<file path="src/inc/smb_params.svh">
// constants for the two-wire serial flag and data controller
`ifndef SMB_PARAMS_SVH
`define SMB_PARAMS_SVH
`define SMB_CTRL_ADDR 8'hc0
`define SMB_CFG_ADDR  8'hc1
`define SMB_DAT_ADDR  8'hc2
`define SMB_DAT_RESET 8'h00
`define SMB_B_STA     5
`define SMB_B_STO     4
`define SMB_B_ACK     1
`define SMB_B_SI      0
`define SMB_B_ENA     7
`define SMB_B_INH     6
`define SMB_HALF_NS   5000
`define SMB_CLK_MHZ   100
`define SMB_HALF_CYC  ((`SMB_HALF_NS * `SMB_CLK_MHZ) / 1000)
`endif

</file>
<file path="src/inc/smb_pkg.sv">
// types shared by the two-wire serial flag and data controller
package smb_pkg;
   typedef enum logic [2:0] {
      SMB_IDLE   = 3'b000,
      SMB_START  = 3'b001,
      SMB_MLOW   = 3'b010,
      SMB_MHIGH  = 3'b011,
      SMB_STOP   = 3'b100,
      SMB_SLV    = 3'b101,
      SMB_RSTART = 3'b110
   } smb_st_t;

   typedef struct packed {
      logic       wr;
      logic       rd;
      logic [7:0] addr;
      logic [7:0] wdata;
   } smb_sfr_req_t;

   typedef struct packed {
      logic scl_o;
      logic scl_oe;
      logic sda_o;
      logic sda_oe;
   } smb_pin_out_t;

   typedef struct packed {
      smb_st_t    st;
      logic       master;
      logic       transmit_direction_flag;
      logic       start_request_flag;
      logic       stop_request_flag;
      logic       ack_needed_flag;
      logic       arbitration_lost_flag;
      logic       ack;
      logic       si;
      logic       ena;
      logic       inh;
      logic       busy;
      logic       ignore;
      logic       addr_ph;
      logic       dat_wr;
      logic [7:0] dat;
      logic [3:0] bitn;
      logic [15:0] cnt;
      logic       scl_oe;
      logic       sda_oe;
      logic [1:0] scl_sy;
      logic [1:0] sda_sy;
      logic       scl_d;
      logic       sda_d;
      logic [7:0] rdata;
   } smb_state_t;
endpackage

</file>
<file path="src/hdl/smb_ctrl.sv">
// two-wire serial controller: flags, shift data byte, master and slave engines
`timescale 1ns/10ps
`include "smb_params.svh"
module smb_ctrl #(
   parameter logic [15:0] HALF_CYC = 16'(`SMB_HALF_CYC)
) (
   input  wire logic                  i_core_clk,
   input  wire logic                  i_rst,
   input  wire smb_pkg::smb_sfr_req_t i_sfr,
   output logic [7:0]                 o_sfr_rdata,
   input  wire logic                  i_scl,
   input  wire logic                  i_sda,
   output smb_pkg::smb_pin_out_t      o_pins,
   output logic                       o_irq
);
   import smb_pkg::*;

   smb_state_t r_reg;
   smb_state_t r_next;
   logic       scl;
   logic       sda;
   logic       scl_rise;
   logic       start_det;
   logic       stop_det;
   logic       done;
   logic       lose;
   logic       wr_ctrl;
   logic       wr_dat;

   ////////////////////////////////////////////////////////////////////////
   // synchronised pin view and bus condition detectors
   assign scl       = r_reg.scl_sy[1];
   assign sda       = r_reg.sda_sy[1];
   assign scl_rise  = scl & ~r_reg.scl_d;
   assign start_det = scl & r_reg.scl_d & r_reg.sda_d & ~sda;
   assign stop_det  = scl & r_reg.scl_d & ~r_reg.sda_d & sda;
   assign done      = (r_reg.cnt == HALF_CYC - 16'h0001);
   assign wr_ctrl   = i_sfr.wr & (i_sfr.addr == `SMB_CTRL_ADDR);
   assign wr_dat    = i_sfr.wr & (i_sfr.addr == `SMB_DAT_ADDR);

   // open-drain pins only ever pull low; SCL is also held low while stalled
   assign o_pins = '{scl_o: 1'b0, scl_oe: r_reg.scl_oe, sda_o: 1'b0, sda_oe: r_reg.sda_oe};
   assign o_sfr_rdata = r_reg.rdata;
   assign o_irq       = r_reg.si;

   ////////////////////////////////////////////////////////////////////////
   // next-state logic: software access first, hardware events after so sets win
   always_comb begin
      r_next        = r_reg;
      lose          = 1'b0;
      r_next.scl_sy = {r_reg.scl_sy[0], i_scl};
      r_next.sda_sy = {r_reg.sda_sy[0], i_sda};
      r_next.scl_d  = scl;
      r_next.sda_d  = sda;
      r_next.cnt    = done ? 16'h0000 : r_reg.cnt + 16'h0001; // half-bit timer, wraps at HALF_CYC-1 unless the bit engine holds it at 0

      // register port writes
      if (wr_ctrl) begin
         r_next.start_request_flag = i_sfr.wdata[`SMB_B_STA];
         r_next.stop_request_flag = i_sfr.wdata[`SMB_B_STO];
         r_next.ack = i_sfr.wdata[`SMB_B_ACK];
         if (!i_sfr.wdata[`SMB_B_SI]) begin
            r_next.si      = 1'b0;
            r_next.arbitration_lost_flag = 1'b0;
         end
      end
      if (i_sfr.wr && i_sfr.addr == `SMB_CFG_ADDR) begin
         r_next.ena = i_sfr.wdata[`SMB_B_ENA];
         r_next.inh = i_sfr.wdata[`SMB_B_INH];
      end
      if (wr_dat) begin
         r_next.dat    = i_sfr.wdata;
         r_next.dat_wr = 1'b1;
      end
      // registered read data, one cycle after the read strobe
      case (i_sfr.addr)
         `SMB_CTRL_ADDR: r_next.rdata = {r_reg.master, r_reg.transmit_direction_flag, r_reg.start_request_flag, r_reg.stop_request_flag,
                                         r_reg.ack_needed_flag, r_reg.arbitration_lost_flag, r_reg.ack, r_reg.si};
         `SMB_CFG_ADDR:  r_next.rdata = {r_reg.ena, r_reg.inh, r_reg.busy, 5'h00};
         `SMB_DAT_ADDR:  r_next.rdata = r_reg.dat;
         default:        r_next.rdata = 8'h00;
      endcase
      if (!i_sfr.rd) begin
         r_next.rdata = r_reg.rdata;
      end

      // bit engine
      case (r_reg.st)
         SMB_IDLE: begin
            r_next.scl_oe = 1'b0;
            r_next.sda_oe = 1'b0;
            r_next.cnt    = 16'h0000;
            if (r_reg.ena && r_reg.start_request_flag && !r_reg.busy) begin
               r_next.st = SMB_START;
            end
         end
         SMB_START: begin
            r_next.sda_oe = 1'b1; // SDA falls while SCL is high
            if (done) begin
               r_next.scl_oe = 1'b1;
               r_next.master = 1'b1;
               r_next.transmit_direction_flag = 1'b1;
               r_next.si     = 1'b1;
               r_next.busy   = 1'b1;
               r_next.bitn   = 4'h0;
               r_next.st     = SMB_MLOW;
            end
         end
         SMB_RSTART, SMB_STOP: begin
            // phase 0: SCL low, set SDA; phase 1: release SCL; phase 2 (stop): release SDA
            if (r_reg.bitn == 4'h0) begin
               r_next.scl_oe = 1'b1;
               r_next.sda_oe = (r_reg.st == SMB_STOP);
               if (done) begin
                  r_next.scl_oe = 1'b0;
                  r_next.bitn   = 4'h1;
               end
            end else if (r_reg.bitn == 4'h1) begin
               if (done) begin
                  if (!scl) begin
                     lose = 1'b1;
                  end else if (r_reg.st == SMB_RSTART) begin
                     r_next.st = SMB_START;
                  end else begin
                     r_next.sda_oe = 1'b0;
                     r_next.bitn   = 4'h2;
                  end
               end
            end else if (done) begin
               r_next.master = 1'b0;
               r_next.stop_request_flag    = 1'b0;
               r_next.st     = SMB_IDLE;
            end
         end
         SMB_MLOW: begin
            r_next.scl_oe = 1'b1;
            if (r_reg.si) begin
               r_next.cnt = 16'h0000;
            end else if (r_reg.bitn == 4'h9) begin
               r_next.cnt = 16'h0000;
               r_next.bitn = 4'h0;
               if (r_reg.stop_request_flag) begin
                  r_next.st = SMB_STOP;
               end else if (r_reg.start_request_flag) begin
                  r_next.st = SMB_RSTART;
               end else begin
                  r_next.transmit_direction_flag = r_reg.dat_wr;
                  r_next.dat_wr = 1'b0;
               end
            end else begin
               if (r_reg.bitn < 4'h8) begin
                  r_next.sda_oe = r_reg.transmit_direction_flag & ~r_reg.dat[7];
               end else begin
                  r_next.sda_oe = ~r_reg.transmit_direction_flag & r_reg.ack;
               end
               if (done) begin // SDA is set one cycle into the low phase and settles HALF_CYC-1 cycles before SCL rises
                  r_next.scl_oe = 1'b0;
                  r_next.dat_wr = 1'b0; // frame begun: a data write from here on is too late
                  r_next.st     = SMB_MHIGH;
               end
            end
         end
         SMB_MHIGH: begin
            if (!scl) begin
               r_next.cnt = 16'h0000; // wait out a slave stretching SCL
            end else if (done) begin
               r_next.scl_oe = 1'b1;
               r_next.st     = SMB_MLOW;
               r_next.bitn   = r_reg.bitn + 4'h1;
               if (r_reg.bitn < 4'h8) begin
                  r_next.dat = {r_reg.dat[6:0], sda};
                  if (r_reg.transmit_direction_flag && !r_reg.sda_oe && !sda) begin
                     lose = 1'b1;
                  end else if (r_reg.bitn == 4'h7 && !r_reg.transmit_direction_flag) begin
                     r_next.ack_needed_flag = 1'b1;
                     r_next.ack   = 1'b0;
                     r_next.si    = 1'b1;
                  end
               end else begin
                  r_next.ack_needed_flag  = 1'b0;
                  if (r_reg.transmit_direction_flag) begin
                     r_next.ack = ~sda;
                     r_next.si  = 1'b1;
                  end
               end
            end
         end
         SMB_SLV: begin
            r_next.scl_oe = r_reg.si;
            if (!scl) begin
               if (r_reg.bitn < 4'h8) begin
                  r_next.sda_oe = r_reg.transmit_direction_flag & ~r_reg.dat[7] & ~r_reg.si;
               end else begin
                  r_next.sda_oe = (r_reg.bitn == 4'h8) & ~r_reg.transmit_direction_flag & r_reg.ack
                                  & ~r_reg.ignore;
               end
            end
            if (!scl && r_reg.scl_d && r_reg.bitn == 4'h9) begin
               r_next.bitn   = 4'h0;
               r_next.transmit_direction_flag = r_reg.dat_wr;
               r_next.dat_wr = 1'b0;
            end
            if (scl_rise && !r_reg.si) begin
               r_next.bitn = r_reg.bitn + 4'h1;
               if (r_reg.bitn < 4'h8) begin
                  r_next.dat = {r_reg.dat[6:0], sda};
                  if (r_reg.transmit_direction_flag && !r_reg.sda_oe && !sda) begin
                     r_next.arbitration_lost_flag = 1'b1;
                     r_next.si      = 1'b1;
                     r_next.transmit_direction_flag  = 1'b0;
                  end else if (r_reg.bitn == 4'h7 && !r_reg.transmit_direction_flag) begin
                     if (r_reg.addr_ph) begin
                        r_next.start_request_flag = 1'b1;
                     end
                     if (!r_reg.ignore && !(r_reg.addr_ph && r_reg.inh)) begin
                        r_next.ack_needed_flag = 1'b1;
                        r_next.ack   = 1'b0;
                        r_next.si    = 1'b1;
                     end else begin
                        r_next.ignore = 1'b1;
                     end
                  end
               end else if (r_reg.bitn == 4'h8) begin
                  r_next.ack_needed_flag   = 1'b0;
                  r_next.addr_ph = 1'b0;
                  if (r_reg.addr_ph && !r_reg.ack) begin
                     r_next.ignore = 1'b1; // unacknowledged address: quiet until START
                  end
                  if (r_reg.transmit_direction_flag) begin
                     r_next.ack = ~sda;
                     r_next.si  = ~r_reg.ignore;
                  end
               end
            end
         end
         default: begin
            r_next.st = SMB_IDLE;
         end
      endcase

      // lost arbitration drops to slave receiver, byte kept in place
      if (lose) begin
         r_next.arbitration_lost_flag = 1'b1;
         r_next.master  = 1'b0;
         r_next.transmit_direction_flag  = 1'b0;
         r_next.si      = 1'b1;
         r_next.scl_oe  = 1'b0;
         r_next.sda_oe  = 1'b0;
         r_next.addr_ph = 1'b0;
         r_next.ignore  = 1'b0;
         r_next.st      = SMB_SLV;
      end

      // bus monitor: START and STOP seen by anyone
      if (start_det && r_reg.st != SMB_START) begin
         r_next.busy   = 1'b1;
         r_next.transmit_direction_flag = 1'b0;
         if (r_reg.master && !r_reg.start_request_flag) begin
            r_next.arbitration_lost_flag = 1'b1;
            r_next.master  = 1'b0;
            r_next.si      = 1'b1;
         end
         r_next.st      = SMB_SLV;
         r_next.bitn    = 4'h0;
         r_next.addr_ph = 1'b1;
         r_next.ignore  = 1'b0;
         r_next.dat_wr  = 1'b0;
         r_next.scl_oe  = 1'b0;
         r_next.sda_oe  = 1'b0;
      end
      if (stop_det) begin
         r_next.busy = 1'b0;
         if (r_reg.st != SMB_STOP) begin
            if (r_reg.master) begin
               r_next.arbitration_lost_flag = 1'b1;
               r_next.stop_request_flag     = 1'b1;
               r_next.si      = 1'b1;
               r_next.master  = 1'b0;
            end else if (r_reg.st == SMB_SLV && !r_reg.addr_ph && !r_reg.ignore) begin
               r_next.stop_request_flag = 1'b1;
               r_next.si  = 1'b1;
            end
            r_next.st     = SMB_IDLE;
            r_next.scl_oe = 1'b0;
            r_next.sda_oe = 1'b0;
         end
      end

      // disabled interface lets go of the bus
      if (!r_reg.ena) begin
         r_next.st     = SMB_IDLE;
         r_next.master = 1'b0;
         r_next.busy   = 1'b0;
         r_next.scl_oe = 1'b0;
         r_next.sda_oe = 1'b0;
      end
   end

   ////////////////////////////////////////////////////////////////////////
   // state register
   always_ff @(posedge i_core_clk or posedge i_rst) begin
      if (i_rst) begin
         r_reg        <= '0;
         r_reg.st     <= SMB_IDLE;
         r_reg.dat    <= `SMB_DAT_RESET;
         r_reg.scl_sy <= 2'b11;
         r_reg.sda_sy <= 2'b11;
         r_reg.scl_d  <= 1'b1;
         r_reg.sda_d  <= 1'b1;
      end else begin
         r_reg <= r_next;
      end
   end
endmodule

</file>
<file path="config.mk">
export PLATFORM = sky130hd
export DESIGN_NAME = smb_ctrl
export DESIGN_NICKNAME = d
export VERILOG_FILES = /design/src/inc/smb_pkg.sv /design/src/hdl/smb_ctrl.sv
export VERILOG_INCLUDE_DIRS = /design/src /design/src/inc
export SDC_FILE = /design/constraint.sdc
export NUM_CORES = 1
export LEC_CHECK = 0
export BUFFER_PORTS_ARGS = -buffer_cell sky130_fd_sc_hd__buf_2
export CAP_MARGIN = 20
export CORE_MARGIN = 1.5
export CORE_UTILIZATION = 40
export CTS_CLUSTER_DIAMETER = 150
export DETAILED_ROUTE_END_ITERATION = 10
export PLACE_DENSITY_LB_ADDON = 0.12
export SLEW_MARGIN = 20
export SYNTH_ARGS = -nofsm -noshare
export SYNTH_HDL_FRONTEND = slang
export SYNTH_SLANG_ARGS = --single-unit
</file>
<file path="constraint.sdc">
create_clock -name i_core_clk -period 2.8 [get_ports i_core_clk]
set_input_delay 0.28 -clock i_core_clk [delete_from_list [all_inputs] [get_ports i_core_clk]]
set_output_delay 0.28 -clock i_core_clk [all_outputs]
set_load 0.005 [all_outputs]
</file>
After elaboration in Yosys (flattened, before gate mapping)
Cells that the tools add are included.
{"block": "word_totals", "reg_bits": 61, "inputBits": 22, "output_inout_bits": 13, "wordCells": 313}
{"block": "classes", "add_sub_neg": 2, "magnitude_cmp": 1, "eq_ne": 47, "mux": 173, "bitwise_logic": 21, "reduce_logical": 44}
{"cell": "2-to-1 mux 1 bit", "n": 88}
{"cell": "2-to-1 mux 4 bit", "n": 17}
{"cell": "2-to-1 mux 2 bit", "n": 29}
{"cell": "2-to-1 mux 16 bit", "n": 3}
{"cell": "one-hot mux 16 bit (3 select lines)", "n": 1}
{"cell": "inequality test 4 bit, second input constant", "n": 11}
{"cell": "2-to-1 mux 3 bit", "n": 13}
{"cell": "2-to-1 mux 12 bit", "n": 3}
{"cell": "inequality test 3 bit, second input constant", "n": 12}
{"cell": "equality test 8 bit, second input constant", "n": 3}
{"cell": "one-hot mux 8 bit (3 select lines)", "n": 1}
{"cell": "2-to-1 mux 20 bit", "n": 1}
{"cell": "one-hot mux 4 bit (5 select lines)", "n": 1}
{"cell": "one-hot mux 3 bit (6 select lines)", "n": 1}
{"cell": "adder 16 x 1 -> 16 bit, second input constant", "n": 1}
{"cell": "equality test 16 x 9 -> 1 bit, second input constant", "n": 1}
{"cell": "logical AND 1 bit", "n": 16}
{"cell": "one-hot mux 8 bit (2 select lines)", "n": 1}
{"cell": "2-to-1 mux 5 bit", "n": 3}
{"cell": "AND 1 bit", "n": 14}
{"cell": "inequality test 4 x 3 -> 1 bit, second input constant", "n": 3}
{"cell": "AND reduction 12 bit", "n": 1}
{"cell": "logical NOT 1 bit", "n": 11}
{"cell": "one-hot mux 1 bit (2 select lines)", "n": 5}
{"cell": "31 further kinds", "n": 48}

Logic depth before layout (Yosys ltp)
Gate-level depths: netlist of run 1.
{"block": "depth", "word_depth": 20, "mapped_depth": 9, "ltp_nobuf": 8}

Least setup slack after synthesis of run 1
Ideal clock, no wire load.
{"block": "synth_timing", "path_kind": "register to register", "startpoint": "reg r_reg[33] in the netlist's numbering", "endpoint": "reg r_reg[57] in the netlist's numbering", "setup_time_ns": 0.120, "arrival_time_ns": 1.880, "t_required_ns": 2.680, "slack_ns": 0.800, "stages_incl_launch_ff": 8, "path_buffers": 0, "period_less_slack_ns": 2.000, "path_cell_list": "dfrtp_1 -> inv_1 -> ha_1 -> or3b_4 -> or4_4 -> a21oi_4 -> nor2_1 -> and3_1"}
{"element": "from (decl)", "line": "smb_ctrl.sv:18", "rtl": "smb_state_t r_reg;"}
{"element": "from (signal assigned)", "line": "smb_ctrl.sv:311", "rtl": "r_reg <= r_next;"}

==> metrics.md, run 1 <==
| Metric | Value |
|---|---|
| Outcome | `complete, no violations` |
| PnR Total Power | `1.80 mW` |
| Initial Util | `between 40% and 50%` |
| Share of the synthesized area in the top cell type | `36.3%` |
| Maxcap violations | `0` |
| Final Instance Area | `roughly 4200 um^2` |
| Die Area | `10100 um^2` |
| HP Class | `primary input to register` |
| Seq cells post-synth | `61` |
| Leading area contributor after synthesis | `dfrtp_1` |
| Setup CP Type | `register to register` |
| Placed inst area | `3960 um^2` |
| Worst Clk Skew | `9.25 ps` |
| Iter 0 DRT Violations | `216` |
| Die Ht | `100 um` |
| Post-synth ARST share | `between 90% and 100%` |
| Pre-Repair DR Iteration Count | `5` |
| CP required | `3010 ps` |
| Critical Path End Type | `register` |
| Tmin final | `2440 ps` |
| Vias | `3162` |
| Power Density | `433 nW/um^2` |
| Synth area leaders | `dfrtp_1 (36%), mux2i_1 (5.6%), nor2_1 (4.8%)` |
| Post-DRT Antenna Nets | `0` |
| Slew @ Worst Pin | `779 ps` |
| Most instantiated library cell after synthesis | `dfrtp_1` |
| # DRC | `0` |
| Max-slew violations | `0` |
| CTS tree | `yes` |
| # clock sinks | `61` |
| Port bufs | `32` |
| Worst Hold Depth | `1` |
| HPWL Detailed | `7010 um` |
| Number of global-route vias before repair | `3010` |
| Initial antenna violation count | `0` |
| Predominant post-synthesis flop cell | `dfrtp_1` |
| Final #Nets | `between 400 and 500` |
| Fin. Hold Viols | `0` |
| GRT Resource Usage Total | `around a fifth` |
| Max reg flops | `46` |
| Critical path fanouts, max | `16` |
| Core area | `9200 um^2` |
| Leak | `1.71 nW` |
| First-pass GRT wire length | `15800 um` |
| Mean Syn Cell Area | `between 9 and 10 um^2` |
| Clock Latency Late Sink | `between 300 and 400 ps` |
| Fin util | `45.3%` |
| CTS resizes | `0` |
| Endpoints failing setup | `0` |
| Clock buffer depth | `2` |
| CTS buffer count | `9` |
| Yosys cell types | `73` |
| Most frequent cells after synthesis | `dfrtp_1 (55), nor2_1 (48), nand2_1 (38)` |
| Worst endpoint data arrival time | `2650 ps` |
| CTS root buffer | `clkbuf_8` |
| Nature of the critical path startpoint | `register` |
| Post-Syn Instances | `417` |
| R2R cell count | `6` |
| Power share of the combinational group | `6.9%` |
| Max Fclk | `0.410 GHz` |
| Syn. warnings | `0` |
| Via/cell ratio | `5.70` |
| Post-synth EDFFs | `0` |
| Clock share of power | `41.6%` |
| Largest net degree at the start of global routing | `46` |
| Layout cell share with drive strength beyond 1 | `about 19%` |
| Setup_tns | `0 ps` |
| I/O Pins | `35` |
| Layout fillers | `907` |
| Flop pwr share | `between 50 and 60%` |
| Die W | `~100 um` |
| Psw | `0.497 mW` |
| Site row count | `35` |
| Congestion Overflow GR | `0` |
| Ant diodes | `0` |
| Switching part of the total | `27.5%` |
| Hold WS | `31.8 ps` |
| CTS H-tree lvls | `3` |
| Tcrit/Tclk final | `87.2%` |
| Sequential share of the synthesized area | `40.5%` |
| VDD IR-drop max | `around 0.20 mV` |
| Internal power | `1.31 mW` |
| Area added between synthesis and finish | `10.1%` |
| Routed length per placed instance | `17.4 um` |
| Detailed Route WL | `9680 um` |
| Max-slew headroom | `between 40% and 50%` |
| Unrepaired setup endpoints after global routing | `false` |
| Post-synthesis cell area | `3790 um^2` |
| CTS clk-pin slew, worst paths | `roughly 80 ps` |
| Placer Congestion | `around 0.95` |
cell type report:
class / count / area (um^2) / share of cell area, %
tap: 111 / 139 / 3.33
clock buffer: 10 / 138 / 3.30
timing repair buffer: 43 / 258 / 6.18
multi-input combinational: 302 / 1970 / 47.3
sequential: 61 / 1530 / 36.8
inverter: 22 / 82.6 / 1.98
clock inverter: 6 / 45.0 / 1.08
per-stage QoR:
step | setup slack, ps | cells
final | 359 | 555
after global routing | 156 | 555
after CTS | 364 | 553
after detailed placement | 398 | 537
after global placement | 423 | 537
after floorplan | 800 | 418
worst paths after layout:
check / from / slack, ps / end
max: r_reg[16] / 360 / r_reg[42]
min: i_sda / 30 / r_next[11]
max reg2reg: r_reg[16] / 360 / r_reg[42]
min reg2reg: r_next[11] / 360 / r_next[8]
max in group asynchronous: i_rst / 1670 / r_reg[19]
min in group asynchronous: i_rst / 440 / o_sfr_rdata[7]
kinds of logic (layout without fill, tap and decap cells):
group / count (synthesis) / in the layout / synth area share [%]
mux: 26 / 26 / 7.04
fa+ha+maj: 4 / 4 / 1.32
other cells: 1 / 2 / 0.0990
flops: 61 / 61 / 40.5
compound gates: 94 / 94 / 16.9
xor+xnor: 15 / 15 / 3.47
simple gates: 161 / 161 / 23.2
buf+inv: 55 / 81 / 7.47
timing repair:
item | CTS | global route
hold endpoints to repair | 0 | 14
hold buffers | 0 | 1
setup buffers | 0 | 0
critical path, stage by stage (launching register included):
cell and delay, ps:
dfrtp_1 380, ha_1 210, nor4b_1 340, and4_1 550, nand3_4 220, a21oi_4 420
o21ai_0 180
power groups by stage:
stage	Clock [mW]	Sequential [mW]	Combinational, mW
final	0.750	0.930	0.124
after global routing	0.804	0.934	0.141
after CTS	0.772	0.930	0.121
after detailed placement	0	0.947	0.120
after global placement	0	0.947	0.118
after floorplan	0	0.935	0.0849
placed cells by master (no fill, tap or decap), types with 2 or more instances in the layout:
cell type and count:
o21a_1 3, nor4_1 2, o21ai_0 21, a221oi_1 4
and3_1 9, nor2b_1 4, inv_1 21, a2bb2oi_1 2
xnor2_1 8, nor2_1 48, o21bai_1 3, inv_6 3
buf_4 9, xor2_1 7, nand3_1 13, nand4b_1 3
mux2i_1 21, and4_1 4, buf_2 32, nand4_1 3
nand2b_1 6, nor4b_1 3, o21ai_1 2, nor4bb_1 2
clkbuf_8 10, a21oi_4 2, dfstp_2 6, mux2_2 5
ha_1 4, conb_1 2, dfrtp_1 55, nand2_1 38
a21oi_1 20, nor3_1 7, nand3b_1 2, a211oi_1 3
o22ai_1 8, a22oi_1 4, a31oi_1 7, clkinv_2 2
routing by layer:
metal / global-route usage, % / part of all wire [%]
met1: 27.9 / 47
met2: 31.7 / 46
met3: 2.58 / 4.4
met4: 9.43 / 2.5
met5: 0 / 0
(Power assumes the default switching activity.)
==> run 2, diff against run 1 <==
==> constraint.sdc (replaced) <==
create_clock -name i_core_clk -period 2.2 [get_ports i_core_clk]
set_input_delay 0.22 -clock i_core_clk [delete_from_list [all_inputs] [get_ports i_core_clk]]
set_output_delay 0.22 -clock i_core_clk [all_outputs]
set_load 0.005 [all_outputs]
==> metrics.md, run 2 (same netlist as run 1, synthesis figures left out) <==
| Metric | Value |
|---|---|
| Outcome | `complete, no violations` |
| Tmin final | `2160 ps (-279 ps)` |
| I/O Pins | `35 (unchanged)` |
| Max-slew violations | `0 (unchanged)` |
| Slowest stage delay, CP | `450 ps (-100 ps)` |
| Layout fillers | `890 (-1.9%)` |
| Setup crit start | `r_reg[33]` |
| Placed cells | `555 (+3.4%)` |
| Worst endpoint data arrival time | `2390 ps (-260 ps)` |
| Unrepaired setup endpoints after global routing | `true` |
| Max-slew headroom | `64.8% (+17 points)` |
| Endpoints failing setup | `0 (unchanged)` |
| First-pass GRT wire length | `16000 um (+1.9%)` |
| HPWL Detailed | `7580 um (+8.1%)` |
| Iter 0 DRT Violations | `151 (-30%)` |
| Routed length per placed instance | `17.5 um (+0.24%)` |
| Fin util | `48.1% (+2.8 points)` |
| Via/cell ratio | `5.60 (-1.7%)` |
| Critical path's top delay family | `simple AND/OR/NAND/NOR gates` |
| CTS root buffer | `clkbuf_8` |
| Final #Nets | `487 (+4.7%)` |
| Vias | `3232 (+2.2%)` |
| Power Density | `549 nW/um^2 (+27%)` |
| Site row count | `35 (unchanged)` |
| Placed inst area | `4120 um^2 (+4.0%)` |
| CTS buffer count | `9 (unchanged)` |
| Largest net degree at the start of global routing | `62 (+35%)` |
| Tcrit/Tclk final | `98.2% (+11 points)` |
| CTS H-tree lvls | `3 (unchanged)` |
| HP Class | `primary input to register` |
| Max Fclk | `0.463 GHz (+13%)` |
| Most common cell after layout, fill and taps aside | `dfrtp_1` |
| Max reg flops | `46 (unchanged)` |
| Port bufs | `32 (unchanged)` |
| Maxcap violations | `0 (unchanged)` |
| Die Area | `10100 um^2 (unchanged)` |
| Layout cell share with drive strength beyond 1 | `24.0% (+4.7 points)` |
| Critical-path cell list | `inv_2 -> ha_2 -> or3b_4 -> or4_4 -> a21oi_4 -> nor2_2 -> nand4_1 -> nand3_1` |
| GRT Resource Usage Total | `20.9% (+0.61 points)` |
| Placer Congestion | `0.931 (-2.3%)` |
| # clock sinks | `61 (unchanged)` |
| Worst hold start | `i_sfr[5]` |
| Core area | `9200 um^2 (unchanged)` |
| CTS tree | `yes` |
| Top layer in use | `met4` |
| Die Ht | `100 um (unchanged)` |
| Setup CP Type | `register to register` |
| # DRC | `0 (unchanged)` |
| Routed wl met3 | `421 um (-1.2%)` |
| Hold WS | `120 ps (+87.8 ps)` |
| Leak | `1.83 nW (+7.4%)` |
| Number of global-route vias before repair | `3104 (+3.1%)` |
| Detailed Route WL | `10100 um (+4.2%)` |
| CP required | `2420 ps (-590 ps)` |
| Post-Layout Cell Count | `577 (+4.0%)` |
| VDD IR-drop max | `0.257 mV (+30%)` |
| Most frequent cells in the layout | `dfrtp_1 (55), nor2_1 (48), nand2_1 (38), buf_2 (32), buf_4 (27)` |
| Final Instance Area | `4430 um^2 (+6.2%)` |
| Post-DRT Antenna Nets | `0 (unchanged)` |
| Area added between synthesis and finish | `16.9%` |
| Worst path bufs/invs | `1 (+1)` |
| CTS clk-pin slew, worst paths | `80 ps (about the same)` |
| Initial antenna violation count | `0 (unchanged)` |
| Pre-Repair DR Iteration Count | `4 (-1)` |
| Reg2Reg Launch Point | `r_reg[33]` |
| Sequential cell area | `1530 um^2 (unchanged)` |
| Final WS setup | `38.5 ps (-321 ps)` |
| Initial Util | `41.2% (unchanged)` |
| Congestion Overflow GR | `0 (unchanged)` |
| Multi-input logic area | `2020 um^2 (+2.3%)` |
| Fin. Hold Viols | `0 (unchanged)` |
| Nature of the critical path startpoint | `register` |
| Wire length on met2 | `4670 um (+4.7%)` |
| DRT met1 WL | `4720 um (+3.7%)` |
| Clock Latency Late Sink | `340 ps (about the same)` |
| Slowest CP cell | `or4_4` |
| Pre-CTS setup slack | `-19.8 ps (-418 ps)` |
| Die W | `100 um (unchanged)` |
| Ant diodes | `0 (unchanged)` |
| Slew @ Worst Pin | `529 ps (-250 ps)` |
| Critical path fanouts, max | `5 (-11)` |
| Worst Clk Skew | `8.41 ps (-0.841 ps)` |
| Critical Path End Type | `register` |
| Clock buffer depth | `2 (unchanged)` |
[run 2: what timing repair did]
| item | CTS | global route |
|---|---|---|
| pin swaps | 1 | 2 |
| gates resized for setup | 1 | 9 |
| setup buffers | 0 | 3 |
| gates cloned | 0 | 0 |
| hold endpoints to repair | 57 | 0 |
| setup endpoints to repair | 2 | 10 |
| hold buffers | 3 | 0 |
[run 2: worst paths after layout]
kind                       slack (ps)  cells past startpoint             end
setup / recovery                   40                      8       r_reg[56]
hold / removal                    120                      3       r_reg[55]
setup reg to reg                   40                      8       r_reg[56]
hold reg to reg                   360                      0       r_next[9]
max in group asynchronous        1380                      4        r_reg[8]
min in group asynchronous         450                      4  o_sfr_rdata[5]
[run 2: layer usage]
layer | vias up | global-route usage [%]
met1 | 1559 | 27.4
met4 | 0 | 8.67
met5 | - | 0
met3 | 25 | 3.62
li1 | 1564 | -
met2 | 84 | 34.0
[run 2: metrics by stage]
| step | setup TNS (ps) | total power, mW |
|---|---|---|
| final | 0 | 2.43 |
| after global routing | -140 | 2.53 |
| after CTS | 0 | 2.44 |
| after detailed placement | -19.8 | 1.38 |
| after global placement | 0 | 1.38 |
| after floorplan | 0 | 1.30 |
[run 2: area by class of cell]
cell class	count	share of cell area, %
Multi-Input combinational cell	302	45.6
Timing Repair Buffer	65	10.0
Sequential cell	61	34.7
Clock inverter	6	1.55
Clock buffer	10	3.11
Tap cell	111	3.14
Inverter	22	1.87
[run 2: worst register-to-register path, stage by stage, from the launching register on]
cell and delay (ps):
dfrtp_1 410, inv_2 100, ha_2 210, or3b_4 410, or4_4 450, a21oi_4 200, nor2_2 80, nand4_1 100
nand3_1 70
[run 2: where the power goes]
part / internal (mW) / total, mW / switching (mW) / leakage, nW
sequential: 1.15 / 1.18 / 0.0305 / 0.765
clock: 0.564 / 1.06 / 0.491 / 0.104
combinational: 0.0866 / 0.193 / 0.106 / 0.965
total: 1.80 / 2.43 / 0.628 / 1.83
==> run 3, diff against run 2 <==
==> constraint.sdc (replaced) <==
create_clock -name i_core_clk -period 2.2 [get_ports i_core_clk]
set_input_delay 0.33 -clock i_core_clk [delete_from_list [all_inputs] [get_ports i_core_clk]]
set_output_delay 0.33 -clock i_core_clk [all_outputs]
set_load 0.005 [all_outputs]
==> metrics.md, run 3 (same netlist as run 1, synthesis figures left out) <==
| Metric | Value |
|---|---|
| Max-slew headroom | `65.7% (+0.93 points)` |
| Area added between synthesis and finish | `16.4%` |
| Worst R2R Setup Slack | `110 ps (+70 ps)` |
| Max-slew violations | `0 (unchanged)` |
| Endpoints failing setup | `0 (unchanged)` |
| Switching part of the total | `27.6% (+1.8 points)` |
| Initial antenna violation count | `0 (unchanged)` |
| Max reg flops | `46 (unchanged)` |
| Flop pwr share | `51.0% (+2.4 points)` |
| Internal power | `1.67 mW (-7.1%)` |
| Worst Setup EP | `o_pins[0]` |
| First-pass GRT wire length | `16100 um (about the same)` |
| Power share of the combinational group | `7.6% (-0.3 points)` |
| CTS buffer count | `9 (unchanged)` |
| Layout fillers | `926 (+4.0%)` |
| Port bufs | `32 (unchanged)` |
| Congestion Overflow GR | `0 (unchanged)` |
| Fin. Hold Viols | `0 (unchanged)` |
| Outcome | `complete, no violations` |
| Most frequent cells in the layout | `dfrtp_1 (55), nor2_1 (48), nand2_1 (38), buf_2 (32), buf_4 (29)` |
| Leak | `1.83 nW (about the same)` |
| Largest net degree at the start of global routing | `62 (unchanged)` |
| Multi-input logic area | `2020 um^2 (about the same)` |
| VDD IR-drop max | `0.247 mV (-4.2%)` |
| GRT Resource Usage Total | `20.9% (+0.081 points)` |
| Most common cell after layout, fill and taps aside | `dfrtp_1` |
| HPWL Detailed | `7400 um (-2.3%)` |
| Critical path fanouts, max | `4 (-1)` |
| Final Instance Area | `4410 um^2 (-0.40%)` |
| CTS tree | `yes` |
| Number of global-route vias before repair | `3115 (+0.35%)` |
| Site row count | `35 (unchanged)` |
| Worst Clk Skew | `13.3 ps (+4.91 ps)` |
| Maxcap violations | `0 (unchanged)` |
| Max Fclk | `0.479 GHz (+3.5%)` |
| Routed length per placed instance | `17.3 um (-1.2%)` |
| Die W | `100 um (unchanged)` |
| R2R cell count | `7 (-1)` |
| Slew @ Worst Pin | `508 ps (-20.9 ps)` |
| # DRC | `0 (unchanged)` |
| Die Ht | `100 um (unchanged)` |
| Clock Latency Late Sink | `350 ps (about the same)` |
| Fin util | `47.9% (-0.19 points)` |
| Via/cell ratio | `5.56 (-0.74%)` |
| Post-DRT Antenna Nets | `0 (unchanged)` |
| Hold Buf Count CTS | `0 (-3)` |
| Sequential cell area | `1530 um^2 (unchanged)` |
| Core area | `9200 um^2 (unchanged)` |
| Setup crit start | `r_reg[27]` |
| Power Density | `524 nW/um^2 (-4.5%)` |
| Detailed Route WL | `9970 um (-1.2%)` |
| CP required | `2450 ps (+30 ps)` |
| Nature of the critical path startpoint | `register` |
| Initial Util | `41.2% (unchanged)` |
| # clock sinks | `61 (unchanged)` |
| Critical Path End Type | `register` |
| Clock share of power | `41.4% (-2.0 points)` |
| Clock buffer depth | `2 (unchanged)` |
| Psw | `0.639 mW (+1.7%)` |
| CTS root buffer | `clkbuf_8` |
| CTS clk-pin slew, worst paths | `80 ps (about the same)` |
| Pre-Repair DR Iteration Count | `4 (unchanged)` |
| Vias | `3208 (-0.74%)` |
| CTS H-tree lvls | `3 (unchanged)` |
| Worst endpoint data arrival time | `2340 ps (-50 ps)` |
| Iter 0 DRT Violations | `186 (+23%)` |
| Placed inst area | `4160 um^2 (+1.0%)` |
| Final #Nets | `487 (unchanged)` |
| Die Area | `10100 um^2 (unchanged)` |
| Tcrit/Tclk final | `95.0% (-3.3 points)` |
| Tmin final | `2090 ps (-72.3 ps)` |
| Worst reg2reg path endpoint | `o_pins[0]` |
| I/O Pins | `35 (unchanged)` |
| Reg2Reg Launch Point | `r_reg[27]` |
| Ant diodes | `0 (unchanged)` |
| Placer Congestion | `0.999 (+7.3%)` |
| Setup CP Type | `register to register` |
| Layout cell share with drive strength beyond 1 | `24.9% (+0.86 points)` |
| HP Class | `primary input to asynchronous set/reset pin` |
-- run 3: worst min path at each step --
stage	to
6_report	o_sfr_rdata[6]
5_1_grt	o_sfr_rdata[6]
4_1_cts	o_sfr_rdata[6]
3_5_place_dp	r_next[8]
3_3_place_gp	r_next[9]
2_1_floorplan	r_next[11]
-- run 3: through the flow --
step	worst slack, ps	hold WS, ps	instances	power, mW	TNS [ps]
floorplan	200	334	418	1.30	0
detailed placement	80.5	348	559	1.37	0
global placement	53.0	346	559	1.37	0
finish	111	9.51	577	2.31	0
global route	-28.3	28.2	577	2.42	-55.8
CTS	48.2	39.9	575	2.34	0
-- run 3: critical path, cell delays in order (launching register included) --
cell,delay [ps]
dfrtp_1,420
nor4_2,340
buf_4,170
nand4_1,200
or4_1,570
nand3_1,110
o211a_1,140
nor3_1,40
-- run 3: area by class of cell --
type                       count  share of cell area, %
clock inverter                 6                   1.02
clock buffer                  10                   3.12
inverter                      22                   1.87
sequential                    61                   34.8
multi-input combinational    302                   45.9
timing repair buffer          65                   10.2
tap                          111                   3.15
-- run 3: repair_timing --
| action | 4_1_cts | 5_1_grt |
|---|---|---|
| endpoints found under the hold margin | 0 | 0 |
| resized for setup | 0 | 10 |
| setup endpoints to repair | 0 | 11 |
| setup buffers | 0 | 2 |
-- run 3: per-layer routing --
layer / GRT usage [%] / wire length [um] / vias up
met5: 0 / 0 / -
met4: 9.64 / 268 / 0
met3: 3.69 / 435 / 23
met2: 32.9 / 4540 / 96
met1: 28.2 / 4720 / 1533
li1: - / - / 1556
-- run 3: power groups by stage --
stage	combinational [mW]	sequential, mW	clock [mW]
floorplan	0.108	1.19	0
global placement	0.170	1.20	0
detailed placement	0.171	1.20	0
CTS	0.171	1.18	0.995
global route	0.196	1.18	1.04
finish	0.175	1.18	0.957
